## config.mk

```make
export PLATFORM = sky130hd
export DESIGN_NAME = ude_core
export DESIGN_NICKNAME = d
export VERILOG_FILES = /design/src/ude_pkg.sv /design/src/ude_core.sv
export SDC_FILE = /design/constraint.sdc
export NUM_CORES = 2
export LEC_CHECK = 0
export BUFFER_PORTS_ARGS = -buffer_cell sky130_fd_sc_hd__buf_2
export CAP_MARGIN = 30
export CORE_MARGIN = 3
export CORE_UTILIZATION = 30
export CTS_CLUSTER_DIAMETER = 150
export DETAILED_ROUTE_END_ITERATION = 6
export SLEW_MARGIN = 15
export SYNTH_ARGS = -nofsm -noshare
export SYNTH_HDL_FRONTEND = slang
export SYNTH_SLANG_ARGS = --single-unit
```

## constraint.sdc

```tcl
create_clock -name clk_i -period 27.9 [get_ports clk_i]
set_clock_uncertainty 0.05 [all_clocks]
set_input_delay 0 -clock clk_i [delete_from_list [all_inputs] [get_ports clk_i]]
set_output_delay 0 -clock clk_i [all_outputs]
set_load 0.05 [all_outputs]
```

## src/ude_pkg.sv

```systemverilog
// Notes on behaviour
// [RULE1] after init the function is enabled, powered, only bus reset interrupt on; here CTRL resets to 0x00, leaving the function disabled
// [RULE2] before a bus reset no bus traffic is answered
// [RULE3] bus reset sets up descriptors and endpoints, enables sources, default
// [RULE4] set address in default state moves to addressed, new address only
// [RULE5] set configuration moves to configured and the value is kept
// [RULE6] firmware loads an in buffer only when free, flips toggle, sets owner
// [RULE7] loading a buffer not yet collected reports failure to the caller
// [RULE8] receive copies out buffer only when host data arrived, else fails
// [RULE9] setup data lands in endpoint zero out buffer, status, done event
// [RULE10] in token on an engine buffer sends its data, then done event
// [RULE11] stall bit set rejects host transactions until firmware clears it; here setup is still accepted and a bus reset also clears the bit
// [RULE12] clearing attach disconnects; detach is held about 50 ms
// [RULE13] bus idle flag sets after 3 ms without bus activity
// [RULE14] on idle the function suspends and the activity event is enabled
// [RULE15] activity event rises on first bus transition to wake the processor
// [RULE16] bus errors raise an error event, never an automatic detach
// [RULE17] firmware clears error counters, enables regulator and reset event
// [RULE18] application waits for the configured state before transfers
// [RULE19] a 64 byte shared memory holds the descriptor table and buffers
// [RULE20] enumeration state sits in the low two bits at 0x197
// [RULE21] engine clears ownership when it completes a transaction
package ude_pkg;
    // ****************************************
    // register map
    // ****************************************
    localparam logic [8:0] REG_CTRL   = 9'h190;
    localparam logic [8:0] REG_STAT   = 9'h191;
    localparam logic [8:0] REG_IEN    = 9'h192;
    localparam logic [8:0] REG_XSTAT  = 9'h193;
    localparam logic [8:0] REG_ADDR   = 9'h194;
    localparam logic [8:0] REG_CONFIG = 9'h195;
    localparam logic [8:0] REG_ERRCNT = 9'h196;
    localparam logic [8:0] REG_ENUM   = 9'h197;
    localparam logic [8:0] REG_EPCTL  = 9'h198;
    localparam logic [8:0] REG_RAM    = 9'h1c0;
    localparam int         RAM_BYTES  = 64;
    localparam int         BDT_BYTES  = 24;
    localparam int         BUF_BYTES  = 8;
    localparam int         N_DESC     = 6;
    // ****************************************
    // fields and reset values
    // ****************************************
    localparam int CTRL_FUNC_EN = 0;
    localparam int CTRL_ATTACH  = 1;
    localparam int CTRL_IDLE    = 2;
    localparam int CTRL_SUSP    = 3;
    localparam int CTRL_XCVR    = 4;
    localparam int EV_RESET     = 0;
    localparam int EV_DONE      = 1;
    localparam int EV_ERR       = 2;
    localparam int EV_ACT       = 3;
    localparam int EV_STALL     = 4;
    localparam int BD_OWN       = 7;
    localparam int BD_DATA1     = 6;
    localparam int EPCTL_STALL  = 0;
    localparam logic [7:0] CTRL_RST     = 8'h00;
    localparam logic [7:0] IEN_RST      = 8'h01;
    localparam logic [7:0] IEN_ON_RESET = 8'h17;
    localparam logic [1:0] ENUM_POWERED    = 2'h0;
    localparam logic [1:0] ENUM_DEFAULT    = 2'h1;
    localparam logic [1:0] ENUM_ADDRESSED  = 2'h2;
    localparam logic [1:0] ENUM_CONFIGURED = 2'h3;
    // ****************************************
    // bus side codes and timing
    // ****************************************
    localparam logic [2:0] RX_SETUP = 3'h1;
    localparam logic [2:0] RX_OUT   = 3'h2;
    localparam logic [2:0] RX_IN    = 3'h3;
    localparam logic [2:0] RX_DATA  = 3'h4;
    localparam logic [2:0] RX_RESET = 3'h5;
    localparam logic [2:0] RX_ERROR = 3'h6;
    localparam logic [1:0] HS_ACK   = 2'h1;
    localparam logic [1:0] HS_NAK   = 2'h2;
    localparam logic [1:0] HS_STALL = 2'h3;
    localparam int CLK_MHZ        = 250;
    localparam int IDLE_TIME_US   = 3000;
    localparam int DETACH_TIME_US = 50000;
    localparam int IDLE_CYCLES    = IDLE_TIME_US * CLK_MHZ;
    localparam int DETACH_CYCLES  = DETACH_TIME_US * CLK_MHZ;
    // ****************************************
    // types
    // ****************************************
    typedef enum logic [1:0] {ST_IDLE, ST_RX, ST_TX} ude_eng_state_t;
    typedef struct packed {
        logic       valid;
        logic [2:0] kind;
        logic [6:0] addr;
        logic [1:0] ep;
        logic [7:0] data;
        logic       last;
    } ude_rx_t;
    typedef struct packed {
        logic       valid;
        logic       last;
        logic       empty;
        logic       data1;
        logic [7:0] data;
        logic       hs_valid;
        logic [1:0] hs;
    } ude_tx_t;
endpackage

```

## src/ude_core.sv

```systemverilog
// Our own choices: the strobed register port and the placing of the registers.
`timescale 1ns/1ns
module ude_core #(
    parameter int unsigned IDLE_CYCLES   = ude_pkg::IDLE_CYCLES,
    parameter int unsigned DETACH_CYCLES = ude_pkg::DETACH_CYCLES
) (
    // clock and reset
    input  wire logic             clk_i,
    input  wire logic             reset_n_i,
    // register port
    input  wire logic [8:0]       addr_i,
    input  wire logic [7:0]       wdata_i,
    input  wire logic             we_i,
    input  wire logic             re_i,
    output logic      [7:0]       rdata_o,
    // bus side
    input  wire ude_pkg::ude_rx_t rx_i,
    output ude_pkg::ude_tx_t      tx_o,
    // pins and events
    output logic                  attach_o,
    output logic                  xcvr_en_o,
    output logic                  irq_o
);
    localparam int IW = $clog2(IDLE_CYCLES + 1);
    localparam int DW = $clog2(DETACH_CYCLES + 1);

    // ****************************************
    // reset release
    // ****************************************
    logic [1:0] rst_sync_q;
    logic       rst_n;
    always_ff @(posedge clk_i or negedge reset_n_i) begin
        if (!reset_n_i) begin
            rst_sync_q <= 2'h0;
        end else begin
            rst_sync_q <= {rst_sync_q[0], 1'b1};
        end
    end
    assign rst_n = rst_sync_q[1];

    // ****************************************
    // state
    // ****************************************
    ude_pkg::ude_eng_state_t state_q, state_d;
    logic [7:0]    ctrl_q, ctrl_d, stat_q, stat_d, ien_q, ien_d;
    logic [7:0]    xstat_q, config_q, errcnt_q, rdata_d;
    logic [6:0]    addr_q;
    logic [1:0]    enum_q, enum_d;
    logic [7:0]    epctl_q [4];
    logic [7:0]    mem_q [ude_pkg::RAM_BYTES];
    logic [2:0]    desc_q, desc_d;
    logic [3:0]    ptr_q, ptr_d;
    logic [IW-1:0] idle_q;
    logic [DW-1:0] det_q, det_d;
    ude_pkg::ude_tx_t tx_d;

    // ****************************************
    // register decode
    // ****************************************
    wire wr_ctrl = we_i && addr_i == ude_pkg::REG_CTRL;
    wire wr_stat = we_i && addr_i == ude_pkg::REG_STAT;
    wire wr_ien  = we_i && addr_i == ude_pkg::REG_IEN;
    wire wr_addr = we_i && addr_i == ude_pkg::REG_ADDR;
    wire wr_cfg  = we_i && addr_i == ude_pkg::REG_CONFIG;
    wire wr_err  = we_i && addr_i == ude_pkg::REG_ERRCNT;
    wire is_ep   = addr_i[8:2] == ude_pkg::REG_EPCTL[8:2];
    wire wr_ep   = we_i && is_ep;
    wire is_ram  = addr_i >= ude_pkg::REG_RAM;
    wire wr_ram  = we_i && is_ram;
    wire [5:0] ram_ix = addr_i[5:0];

    // ****************************************
    // bus events
    // ****************************************
    wire func_en = ctrl_q[ude_pkg::CTRL_FUNC_EN];
    wire susp    = ctrl_q[ude_pkg::CTRL_SUSP];
    wire act     = rx_i.valid;
    wire bus_rst = act && rx_i.kind == ude_pkg::RX_RESET && func_en;
    wire err_ev  = act && rx_i.kind == ude_pkg::RX_ERROR && func_en;
    wire rx_data = act && rx_i.kind == ude_pkg::RX_DATA;
    wire is_setup = rx_i.kind == ude_pkg::RX_SETUP;
    wire is_in    = rx_i.kind == ude_pkg::RX_IN;
    wire rx_tok = act && (is_setup || is_in || rx_i.kind == ude_pkg::RX_OUT);
    wire [6:0] my_addr = (enum_q == ude_pkg::ENUM_DEFAULT) ? 7'h00 : addr_q;

    // ****************************************
    // token decode
    // ****************************************
    wire [2:0] tok_desc = {rx_i.ep, is_in};
    wire [7:0] tok_stat = mem_q[{1'b0, tok_desc, 2'h0}];
    wire tok_own = tok_stat[ude_pkg::BD_OWN];
    // silent until the first bus reset and to foreign addresses [RULE2] [RULE4]
    wire tok_ok = rx_tok && state_q == ude_pkg::ST_IDLE && func_en && !susp
        && enum_q != ude_pkg::ENUM_POWERED && rx_i.addr == my_addr
        && rx_i.ep != 2'h3;
    // stalled endpoints refuse all but setup [RULE11]
    wire tok_stall = tok_ok && !is_setup
        && epctl_q[rx_i.ep][ude_pkg::EPCTL_STALL];
    wire tok_acc = tok_ok && !tok_stall && (is_setup || tok_own);
    wire tok_nak = tok_ok && !tok_stall && !is_setup && !tok_own;

    // ****************************************
    // current descriptor
    // ****************************************
    wire [5:0] cur_ix = {1'b0, desc_q, 2'h0};
    wire [7:0] cur_stat = mem_q[cur_ix];
    wire [7:0] cur_cnt8 = mem_q[cur_ix | 6'h01];
    wire [7:0] cur_adr = mem_q[cur_ix | 6'h02];
    wire [3:0] cur_cnt = (cur_cnt8 > 8'h08) ? 4'h8 : cur_cnt8[3:0];
    wire [7:0] buf_sum = cur_adr + {4'h0, ptr_q};
    wire [5:0] buf_ix = buf_sum[5:0];
    wire tx_end = cur_cnt == 4'h0 || ptr_q + 4'h1 >= cur_cnt;
    wire rx_fin = state_q == ude_pkg::ST_RX && rx_data && rx_i.last
        && !bus_rst;
    wire tx_fin = state_q == ude_pkg::ST_TX && tx_end && !bus_rst;
    wire done_ev = rx_fin || tx_fin;
    wire rx_store = state_q == ude_pkg::ST_RX && rx_data && ptr_q != 4'h8;

    // ****************************************
    // idle and detach
    // ****************************************
    wire idle_hit = func_en && !act && idle_q == IW'(IDLE_CYCLES - 1);
    wire detach_start = wr_ctrl && !wdata_i[ude_pkg::CTRL_ATTACH]
        && ctrl_q[ude_pkg::CTRL_ATTACH];
    // first bus transition wakes the processor [RULE15]
    wire act_ev = act && (susp || ien_q[ude_pkg::EV_ACT]);

    // ****************************************
    // engine
    // ****************************************
    always_comb begin
        state_d = state_q;
        ptr_d   = ptr_q;
        desc_d  = desc_q;
        case (state_q)
            ude_pkg::ST_IDLE: begin
                if (tok_acc) begin
                    state_d = is_in ? ude_pkg::ST_TX : ude_pkg::ST_RX;
                    ptr_d   = 4'h0;
                    desc_d  = tok_desc;
                end
            end
            ude_pkg::ST_RX: begin
                if (bus_rst || err_ev) begin
                    state_d = ude_pkg::ST_IDLE;
                end else if (rx_data) begin
                    ptr_d = ptr_q + {3'h0, ptr_q != 4'h8};
                    if (rx_i.last) begin
                        state_d = ude_pkg::ST_IDLE;
                    end
                end
            end
            ude_pkg::ST_TX: begin
                ptr_d = ptr_q + 4'h1;
                if (bus_rst || tx_end) begin
                    state_d = ude_pkg::ST_IDLE;
                end
            end
            default: state_d = ude_pkg::ST_IDLE;
        endcase
    end

    always_comb begin
        tx_d = '0;
        if (state_q == ude_pkg::ST_TX && !bus_rst) begin
            tx_d.valid = 1'b1;                         // [RULE10]
            tx_d.last  = tx_end;
            tx_d.empty = cur_cnt == 4'h0;
            tx_d.data1 = cur_stat[ude_pkg::BD_DATA1];
            tx_d.data  = mem_q[buf_ix];
        end
        tx_d.hs_valid = rx_fin || tok_stall || tok_nak;
        if (tok_stall) begin
            tx_d.hs = ude_pkg::HS_STALL;               // [RULE11]
        end else if (tok_nak) begin
            tx_d.hs = ude_pkg::HS_NAK;
        end else if (rx_fin) begin
            tx_d.hs = ude_pkg::HS_ACK;
        end
    end

    // ****************************************
    // register next values
    // ****************************************
    always_comb begin
        ctrl_d = wr_ctrl ? wdata_i : ctrl_q;
        ctrl_d[7:5] = 3'h0;
        // idle flag and suspend after quiet time [RULE13] [RULE14]
        ctrl_d[ude_pkg::CTRL_IDLE] = idle_hit
            || (ctrl_q[ude_pkg::CTRL_IDLE] && !act);
        ctrl_d[ude_pkg::CTRL_SUSP] = idle_hit || (susp && !act);
        stat_d = stat_q & ~(wr_stat ? wdata_i : 8'h00);
        stat_d[ude_pkg::EV_RESET] = stat_d[ude_pkg::EV_RESET] || bus_rst;
        stat_d[ude_pkg::EV_DONE]  = stat_d[ude_pkg::EV_DONE] || done_ev;
        stat_d[ude_pkg::EV_ERR]   = stat_d[ude_pkg::EV_ERR] || err_ev;
        stat_d[ude_pkg::EV_ACT]   = stat_d[ude_pkg::EV_ACT] || act_ev;
        stat_d[ude_pkg::EV_STALL] = stat_d[ude_pkg::EV_STALL] || tok_stall;
        ien_d = wr_ien ? wdata_i : ien_q;
        if (idle_hit) begin
            ien_d[ude_pkg::EV_ACT] = 1'b1;             // [RULE14]
        end
        if (detach_start) begin
            ien_d = ude_pkg::IEN_RST;
        end
        if (bus_rst) begin
            ien_d = ien_d | ude_pkg::IEN_ON_RESET;     // [RULE3]
        end
        enum_d = enum_q;
        if (wr_addr && wdata_i[6:0] != 7'h00
            && enum_q == ude_pkg::ENUM_DEFAULT) begin
            enum_d = ude_pkg::ENUM_ADDRESSED;          // [RULE4]
        end
        if (wr_cfg && enum_q[1]) begin
            enum_d = (wdata_i != 8'h00) ? ude_pkg::ENUM_CONFIGURED
                                        : ude_pkg::ENUM_ADDRESSED; // [RULE5]
        end
        if (detach_start) begin
            enum_d = ude_pkg::ENUM_POWERED;
        end
        if (bus_rst) begin
            enum_d = ude_pkg::ENUM_DEFAULT;            // [RULE3]
        end
        det_d = (det_q != '0) ? det_q - DW'(1) : '0;
        if (detach_start) begin
            det_d = DW'(DETACH_CYCLES);                // [RULE12]
        end
    end

    always_comb begin
        rdata_d = 8'h00;
        if (addr_i == ude_pkg::REG_CTRL) begin
            rdata_d = ctrl_q;
        end else if (addr_i == ude_pkg::REG_STAT) begin
            rdata_d = stat_q;
        end else if (addr_i == ude_pkg::REG_IEN) begin
            rdata_d = ien_q;
        end else if (addr_i == ude_pkg::REG_XSTAT) begin
            rdata_d = xstat_q;
        end else if (addr_i == ude_pkg::REG_ADDR) begin
            rdata_d = {1'b0, addr_q};
        end else if (addr_i == ude_pkg::REG_CONFIG) begin
            rdata_d = config_q;
        end else if (addr_i == ude_pkg::REG_ERRCNT) begin
            rdata_d = errcnt_q;
        end else if (addr_i == ude_pkg::REG_ENUM) begin
            rdata_d = {6'h00, enum_q};                 // [RULE20]
        end else if (is_ep) begin
            rdata_d = epctl_q[addr_i[1:0]];
        end else if (is_ram) begin
            rdata_d = mem_q[ram_ix];
        end
    end

    // ****************************************
    // flip-flops
    // ****************************************
    always_ff @(posedge clk_i or negedge rst_n) begin
        if (!rst_n) begin
            state_q  <= ude_pkg::ST_IDLE;
            desc_q   <= 3'h0;
            ptr_q    <= 4'h0;
            ctrl_q   <= ude_pkg::CTRL_RST;
            stat_q   <= 8'h00;
            ien_q    <= ude_pkg::IEN_RST;              // [RULE1]
            enum_q   <= ude_pkg::ENUM_POWERED;         // [RULE1]
            det_q    <= '0;
            idle_q   <= '0;
            rdata_o  <= 8'h00;
            tx_o     <= '0;
            attach_o <= 1'b0;
            irq_o    <= 1'b0;
        end else begin
            state_q  <= state_d;
            desc_q   <= desc_d;
            ptr_q    <= ptr_d;
            ctrl_q   <= ctrl_d;
            stat_q   <= stat_d;
            ien_q    <= ien_d;
            enum_q   <= enum_d;
            det_q    <= det_d;
            idle_q   <= (act || !func_en) ? '0
                      : (idle_q == IW'(IDLE_CYCLES)) ? idle_q
                      : idle_q + IW'(1);
            rdata_o  <= re_i ? rdata_d : 8'h00;
            tx_o     <= tx_d;
            // held off while the detach timer runs [RULE12]
            attach_o <= ctrl_d[ude_pkg::CTRL_ATTACH] && det_d == '0;
            irq_o    <= |(stat_q & ien_q);
        end
    end
    assign xcvr_en_o = ctrl_q[ude_pkg::CTRL_XCVR];

    always_ff @(posedge clk_i or negedge rst_n) begin
        if (!rst_n) begin
            xstat_q  <= 8'h00;
            config_q <= 8'h00;
            addr_q   <= 7'h00;
            errcnt_q <= 8'h00;
            for (int e = 0; e < 4; e++) begin
                epctl_q[e] <= 8'h00;
            end
        end else begin
            if (done_ev) begin
                xstat_q <= {5'h00, desc_q};            // [RULE9]
            end
            if (wr_cfg) begin
                config_q <= wdata_i;                   // [RULE5]
            end
            if (bus_rst) begin
                addr_q <= 7'h00;
            end else if (wr_addr) begin
                addr_q <= wdata_i[6:0];
            end
            // errors are counted and raise the error event, attach is left alone [RULE16]
            if (err_ev && errcnt_q != 8'hff) begin
                errcnt_q <= errcnt_q + 8'h01;
            end else if (wr_err) begin
                errcnt_q <= 8'h00;
            end
            for (int e = 0; e < 4; e++) begin
                if (bus_rst) begin
                    epctl_q[e] <= 8'h00;               // [RULE3]
                end else if (wr_ep && addr_i[1:0] == 2'(e)) begin
                    epctl_q[e] <= wdata_i;             // [RULE11]
                end
            end
        end
    end

    // ****************************************
    // shared buffer memory
    // ****************************************
    always_ff @(posedge clk_i or negedge rst_n) begin
        if (!rst_n) begin
            for (int i = 0; i < ude_pkg::RAM_BYTES; i++) begin
                mem_q[i] <= 8'h00;
            end
        end else begin
            if (wr_ram) begin
                mem_q[ram_ix] <= wdata_i;              // [RULE19]
            end
            if (rx_store) begin
                mem_q[buf_ix] <= rx_i.data;            // [RULE9]
            end
            if (rx_fin) begin
                mem_q[cur_ix | 6'h01] <= {4'h0, ptr_d};
            end
            if (done_ev) begin
                mem_q[cur_ix] <= {1'b0, cur_stat[6:0]}; // [RULE21]
            end
            if (bus_rst) begin
                for (int i = 0; i < ude_pkg::N_DESC; i++) begin
                    mem_q[4*i]   <= 8'h00;             // [RULE3]
                    mem_q[4*i+1] <= 8'(ude_pkg::BUF_BYTES);
                    mem_q[4*i+2] <= 8'(ude_pkg::BDT_BYTES
                        + ude_pkg::BUF_BYTES * ((i < 4) ? i : 4));
                end
            end
        end
    end
endmodule

```

======== After elaboration in Yosys (flattened, before gate mapping) ========
Cells that the tools add are included.
word-level totals
  register bits ........................... 673
  input bits .............................. 43
  word-level logic and storage cells ...... 357
operators by class
  muxes and demuxes ....................... 101
  add/sub/neg operators ................... 6
  equality and inequality tests ........... 32
  magnitude comparators ................... 15
  bitwise logic cells ..................... 11
  reductions and logical operators ........ 98
operators with widths
  cell                                                count
  bitwise mux 512 bit                                 4
  2-to-1 mux 512 bit                                  4
  2-to-1 mux 8 bit                                    38
  binary-select mux 8 bit (select 6 bit)              6
  demux 8 bit (select 6 bit)                          4
  2-to-1 mux 24 bit                                   8
  equality test 9 bit, second input constant          8
  logical AND 1 bit                                   53
  >= comparator 7 bit, second input constant          6
  equality test 20 bit, second input constant         2
  2-to-1 mux 20 bit                                   2
  2-to-1 mux 7 bit                                    5
  binary-select mux 8 bit (select 2 bit)              2
  < comparator 7 x 1 -> 1 bit, second input constant  4
  inverter 5 -> 7 bit                                 4
  2-to-1 mux 2 bit                                    13
  logical NOT 24 bit                                  1
  nonzero test 24 bit                                 1
  subtractor 24 x 1 -> 24 bit, second input constant  1
  adder 20 x 1 -> 20 bit, second input constant       1
  logical OR 1 bit                                    18
  bitwise AND 8 bit                                   2
  2-to-1 mux 4 bit                                    4
  inverter 6 -> 7 bit                                 2
  other kinds (38)                                    70

======== Logic depth before layout (Yosys ltp) ========
  depth in word-level cells ............... 22
  gate-level depth with buffers ........... 21
  mapped depth without buffers ............ 14

======== Worst setup path after synthesis ========
Ideal clock, no wire load.
  path type ............................... flip-flop to flip-flop
  start point ............................. reg desc_q[2]
  end point ............................... reg mem_q[0] in the netlist's numbering
  period minus slack after synthesis ...... 4782 ps
  path buffers ............................ 8
  cell stages (with the launch flop) ...... 21
  setup slack ............................. 23118 ps
  arrival time ............................ 4594 ps
  data required time ...................... 27713 ps
  cells stage by stage .................... dfrtp_1 -> buf_4 -> buf_6 -> buf_4 -> buf_1 -> clkbuf_1 -> mux2i_1 -> nor2_1 -> a21oi_1 -> o211a_1 -> inv_1 -> ha_1 -> a211oi_1 -> nor2_1 -> xor2_1 -> buf_2 -> clkbuf_1 -> nand4_1 -> clkbuf_1 -> nor2_1 -> a21oi_1
between the ends
  cells in the longest elaborated chain, start to end .. 16
ends and longest elaborated chain
  element                                                                                   line             text
  start, declared                                                                           ude_core.sv:51   logic [2:0] desc_q, desc_d;
  start signal, assigned                                                                    ude_core.sv:274  desc_q <= desc_d;
  inverter 5 -> 7 bit (not written as such)                                                 ude_core.sv:108  wire [7:0] cur_adr = mem_q[cur_ix | 6'h02];
  binary-select mux 8 bit (select 6 bit)                                                    ude_core.sv:108
  2-to-1 mux 6 bit (not written as such) (2 in a row)                                       ude_core.sv:108
  adder 6 x 4 -> 6 bit                                                                      ude_core.sv:110  wire [7:0] buf_sum = cur_adr + {4'h0, ptr_q};
  inverter 6 -> 7 bit (not written as such)                                                 ude_core.sv:343  mem_q[buf_ix] <= rx_i.data;
  >= comparator 7 bit (not written as such) or < comparator 7 x 1 -> 1 bit (tied branches)  ude_core.sv:343
  logical AND 1 bit (not written as such)                                                   ude_core.sv:343
  2-to-1 mux 8 bit (not written as such)                                                    ude_core.sv:343
  demux 8 bit (select 6 bit)                                                                ude_core.sv:343
  bitwise mux 512 bit                                                                       ude_core.sv:343
  2-to-1 mux 512 bit                                                                        ude_core.sv:342  if (rx_store) begin
  bitwise mux 512 bit                                                                       ude_core.sv:346  mem_q[cur_ix | 6'h01] <= {4'h0, ptr_d};
  2-to-1 mux 512 bit                                                                        ude_core.sv:345  if (rx_fin) begin
  bitwise mux 512 bit                                                                       ude_core.sv:349  mem_q[cur_ix] <= {1'b0, cur_stat[6:0]};
  2-to-1 mux 512 bit (*)                                                                    ude_core.sv:348  if (done_ev) begin
  end signal, assigned by index                                                             ude_core.sv:346
  end signal, assigned by index                                                             ude_core.sv:349
  end signal, assigned by index                                                             ude_core.sv:354  mem_q[4*i+1] <= 8'(ude_pkg::BUF_BYTES);
  end, declared                                                                             ude_core.sv:50   logic [7:0] mem_q [ude_pkg::RAM_BYTES];
Every way passes the cells marked *; elsewhere a longest branch is shown, timed or not. The select of a mux whose other input is x is not followed.
A chain may end at the register's enable or synchronous reset.

==> impl_metrics.py <==
metrics = {
    "status": {
        "status": "complete, but fails checks",
        "violations": "design-rule violations",
    },
    "detailed_routing": {
        "drc_errors": 1,
        "vias_per_cell": 6.16,
        "drt-pass1-iter-count": 7,
        "vias": 39500,
        "antenna_left": 0,
        "wl_per_cell_um": 30.5,
        "dr.first_iter.drc_count": 5463,
        "finalWirelength_mm": 196,
    },
    "sta": {
        "worst_slew_pin_slew_ns": 1.08,
        "maxSlewViolCount": 0,
        "fin_crit_ns": 6.05,
        "finalSetupTns_ns": 0,
        "rsz0062_at_grt": "no",
        "clock.fmax_mhz": 165,
        "hold_violations": 0,
        "worst_slack_ns": 21.85,
        "maxSlewHeadroom_pct": 28.0,
        "setup_viol": 0,
        "post-route-period-util_pct": 21.7,
    },
    "die": {
        "dieArea_um2": 154000,
        "rows": 141,
        "die_w_um": 392,
        "core_um2": 148000,
        "io_pins": 69,
        "initial_utilization_pct": 30.3,
        "die_h_um": 392,
    },
    "worst_setup_path": {
        "crit_required_ns": 28.41,
        "startpoint": "desc_q[1]$_DFFE_PN0P_",
        "critPathKind": "reg2reg",
        "cp_slowest_cell": "buf_4",
        "max_stage_delay_ns": 0.89,
        "crit_path_start_kind": "register",
        "path_max_fanout": 119,
        "worstSetupEndpointType": "register",
        "r2r-start": "desc_q[1]$_DFFE_PN0P_",
        "rr_worst_depth": 11,
        "cp_common_cell": "mux2i_1",
        "path_cells": "mux4_2, mux2_2, ha_4, buf_12, buf_4, mux2i_1, a22oi_1, nand2_1, mux2i_1, o21ai_0, a2111oi_1",
        "worstPathArrival_ns": 6.56,
    },
    "power": {
        "p_seq_share_pct": 42.8,
        "power_frac_comb_pct": 11.2,
        "p_leak_nw": 23.5,
        "switching_share_pct": 28.2,
        "p_sw_mw": 0.687,
        "internal-power_mw": 1.75,
        "clkPwrFrac_pct": 46.0,
        "powerDensity_nw_per_um2": 48.1,
        "ir_worst_vdd_v": 0.0000449,
        "p_total_mw": 2.43,
    },
    "global_route": {
        "grt_pass1_wl_mm": 279,
        "grt_pass1_vias": 37000,
        "grt_use_met2_pct": 36.7,
        "grt_remaining_overflow": 0,
        "antenna_found_initial": 15,
        "grt_usage_pct": 24.8,
        "grt_busiest_layer": "met2",
        "grt_max_degree": 161,
        "grtUsageMet3_pct": 7.04,
        "met1_usage_pct": 32.2,
    },
    "synth": {
        "synthArstFlopShare_pct": 100,
        "syn_nets": 4525,
        "synth-edff-count": 0,
        "syn_area_per_cell_um2": 10.0,
        "yosysSeqAreaShare_pct": 37.6,
        "ys_warn_count": 0,
        "syn_area_um2": 44800,
        "synthFlopType": "dfrtp_1",
        "ys_ff_latch": 673,
        "ys_types": 105,
        "synthCells": 4465,
    },
    "clocking": {
        "h-tree-depth": 3,
        "clk_latency_ns": 0.69,
        "cts-buffers-inserted": 82,
        "clk_pin_slew_ns": 0.06,
        "cts_tree": "yes",
        "ctsResizeCount": 0,
        "root_buffer": "clkbuf_16",
        "cts.path.max_buffers": 3,
        "clock-sinks": 673,
    },
    "placement": {
        "place_area_um2": 47200,
        "hpwl_mm": 134,
        "placed_cells": 6195,
        "portBuffers": 68,
        "gp_congestion": 1.05,
        "post-place-ws_ns": 22.08,
    },
    "hold_path": {
        "holdPathStages": 5,
        "min_from": "addr_i[0]",
        "hold_class": "in2reg",
    },
    "layout": {
        "drive_gt1_share_pct": 16.7,
        "layout_commonest_cell": "mux2i_1",
        "stdcell_count": 6409,
        "syn_to_final_growth_pct": 12.9,
        "layout_common_cells": "mux2i_1, dfrtp_1, nand2_1",
        "nets": 4471,
        "fin_area_um2": 50600,
    },
    "run": {
        "max_cap_violations": 0,
    },
}
## worst max-delay path: cells and delay by family (launching register included)
kind | cells | cell delay (ns)
mux | 4 | 1.48
simple gates | 1 | 0.07
buf+inv | 2 | 1.52
flops | 1 | 0.77
fa+ha+maj | 1 | 0.64
compound gates | 3 | 1.00
## power by group through the flow
stage	sequential, mW	clock (mW)	combinational, mW
after CTS	1.04	1.13	0.266
after floorplan	1.05	0	0.154
after global routing	1.04	1.17	0.284
final	1.04	1.12	0.273
after global placement	1.06	0	0.256
after detailed placement	1.06	0	0.260
## sequential cells by signal, indices dropped and copies added, names as in the netlist, 3 cells and up
signal / cells
ien_q: 8
det_q: 24
config_q: 8
ctrl_q: 5
desc_q: 3
mem_q: 512
idle_q: 20
addr_q: 7
xstat_q: 3
rdata_o: 8
epctl_q: 32
tx_o: 15
ptr_q: 4
stat_q: 8
errcnt_q: 8
## Yosys cell counts, drive strengths merged (16+ instances only)
library cell  number  area, um2
nand3             83        433
o21ai            307       1570
clkbuf           271       1020
nor2             375       1440
o311ai            17        251
mux2             132       1500
ha                16        200
nand4             34        219
buf              123        606
nand2            490       1840
nor4              34        319
nand2b            21        131
mux2i            793       7940
a22oi            147       1110
a21oi            250       1270
nor3              48        245
xor2              24        218
xnor2             30        289
a211oi            67        518
a31oi             31        194
mux4             192       4330
and3              32        200
dfrtp            672      16800
o22ai             25        156
inv               27        101
## cell families (layout without fill, tap and decap cells)
logic type,after synthesis,after routing,synth area share (%)
adders and majority gates,17,17,0.492
buffers and inverters,422,431,3.86
xor gates and xnor gates,54,54,1.13
AOI/OAI and AO/OA,971,971,13.9
DFF,673,673,37.6
and+or+nand+nor,1210,1210,12.3
other,1,6,0.00837
muxes,1117,1117,30.7
## worst paths after layout
kind                                           endpoint  slack [ns]
worst max-delay path                  tx_o[6]$_DFF_PN0_       21.85
min in group asynchronous       rst_sync_q[0]$_DFF_PN0_        0.16
worst max register to register        tx_o[6]$_DFF_PN0_       21.85
worst min-delay path            epctl_q[18]$_DFFE_PN0P_        0.02
max in group asynchronous         desc_q[1]$_DFFE_PN0P_       23.69
worst min register to register  rst_sync_q[1]$_DFF_PN0_        0.30
## stage by stage
stage / utilization [%] / hold slack, ns
6_report: 34.2 / 0.0173
5_1_grt: 34.2 / 0.0921
4_1_cts: 34.1 / 0.00691
3_5_place_dp: 31.9 / -0.239
3_3_place_gp: 31.7 / -0.240
2_1_floorplan: - / -0.346
## timing repair
action | 4_1_cts | 5_1_grt
hold buffers | 53 | 0
buffers inserted | 0 | 0
hold endpoints to repair | 310 | 0
## final cells by class
type                            instances  area (um2)
Clock buffer                          121        2450
Sequential cell                       673       16800
Multi-Input combinational cell       3370       26400
Timing Repair Buffer                  256        2050
Clock inverter                         26         309
Inverter                               28         105
Fill cell                           14800       97400
Antenna cell                            5        12.5
Tap cell                             1930        2410
## per-layer routing
metal	share of wire, %	vias up
met5	0.021	-
met4	6.9	6
met3	11	602
met2	43	2666
met1	39	19800
li1	-	16500
(Power assumes the default switching activity.)
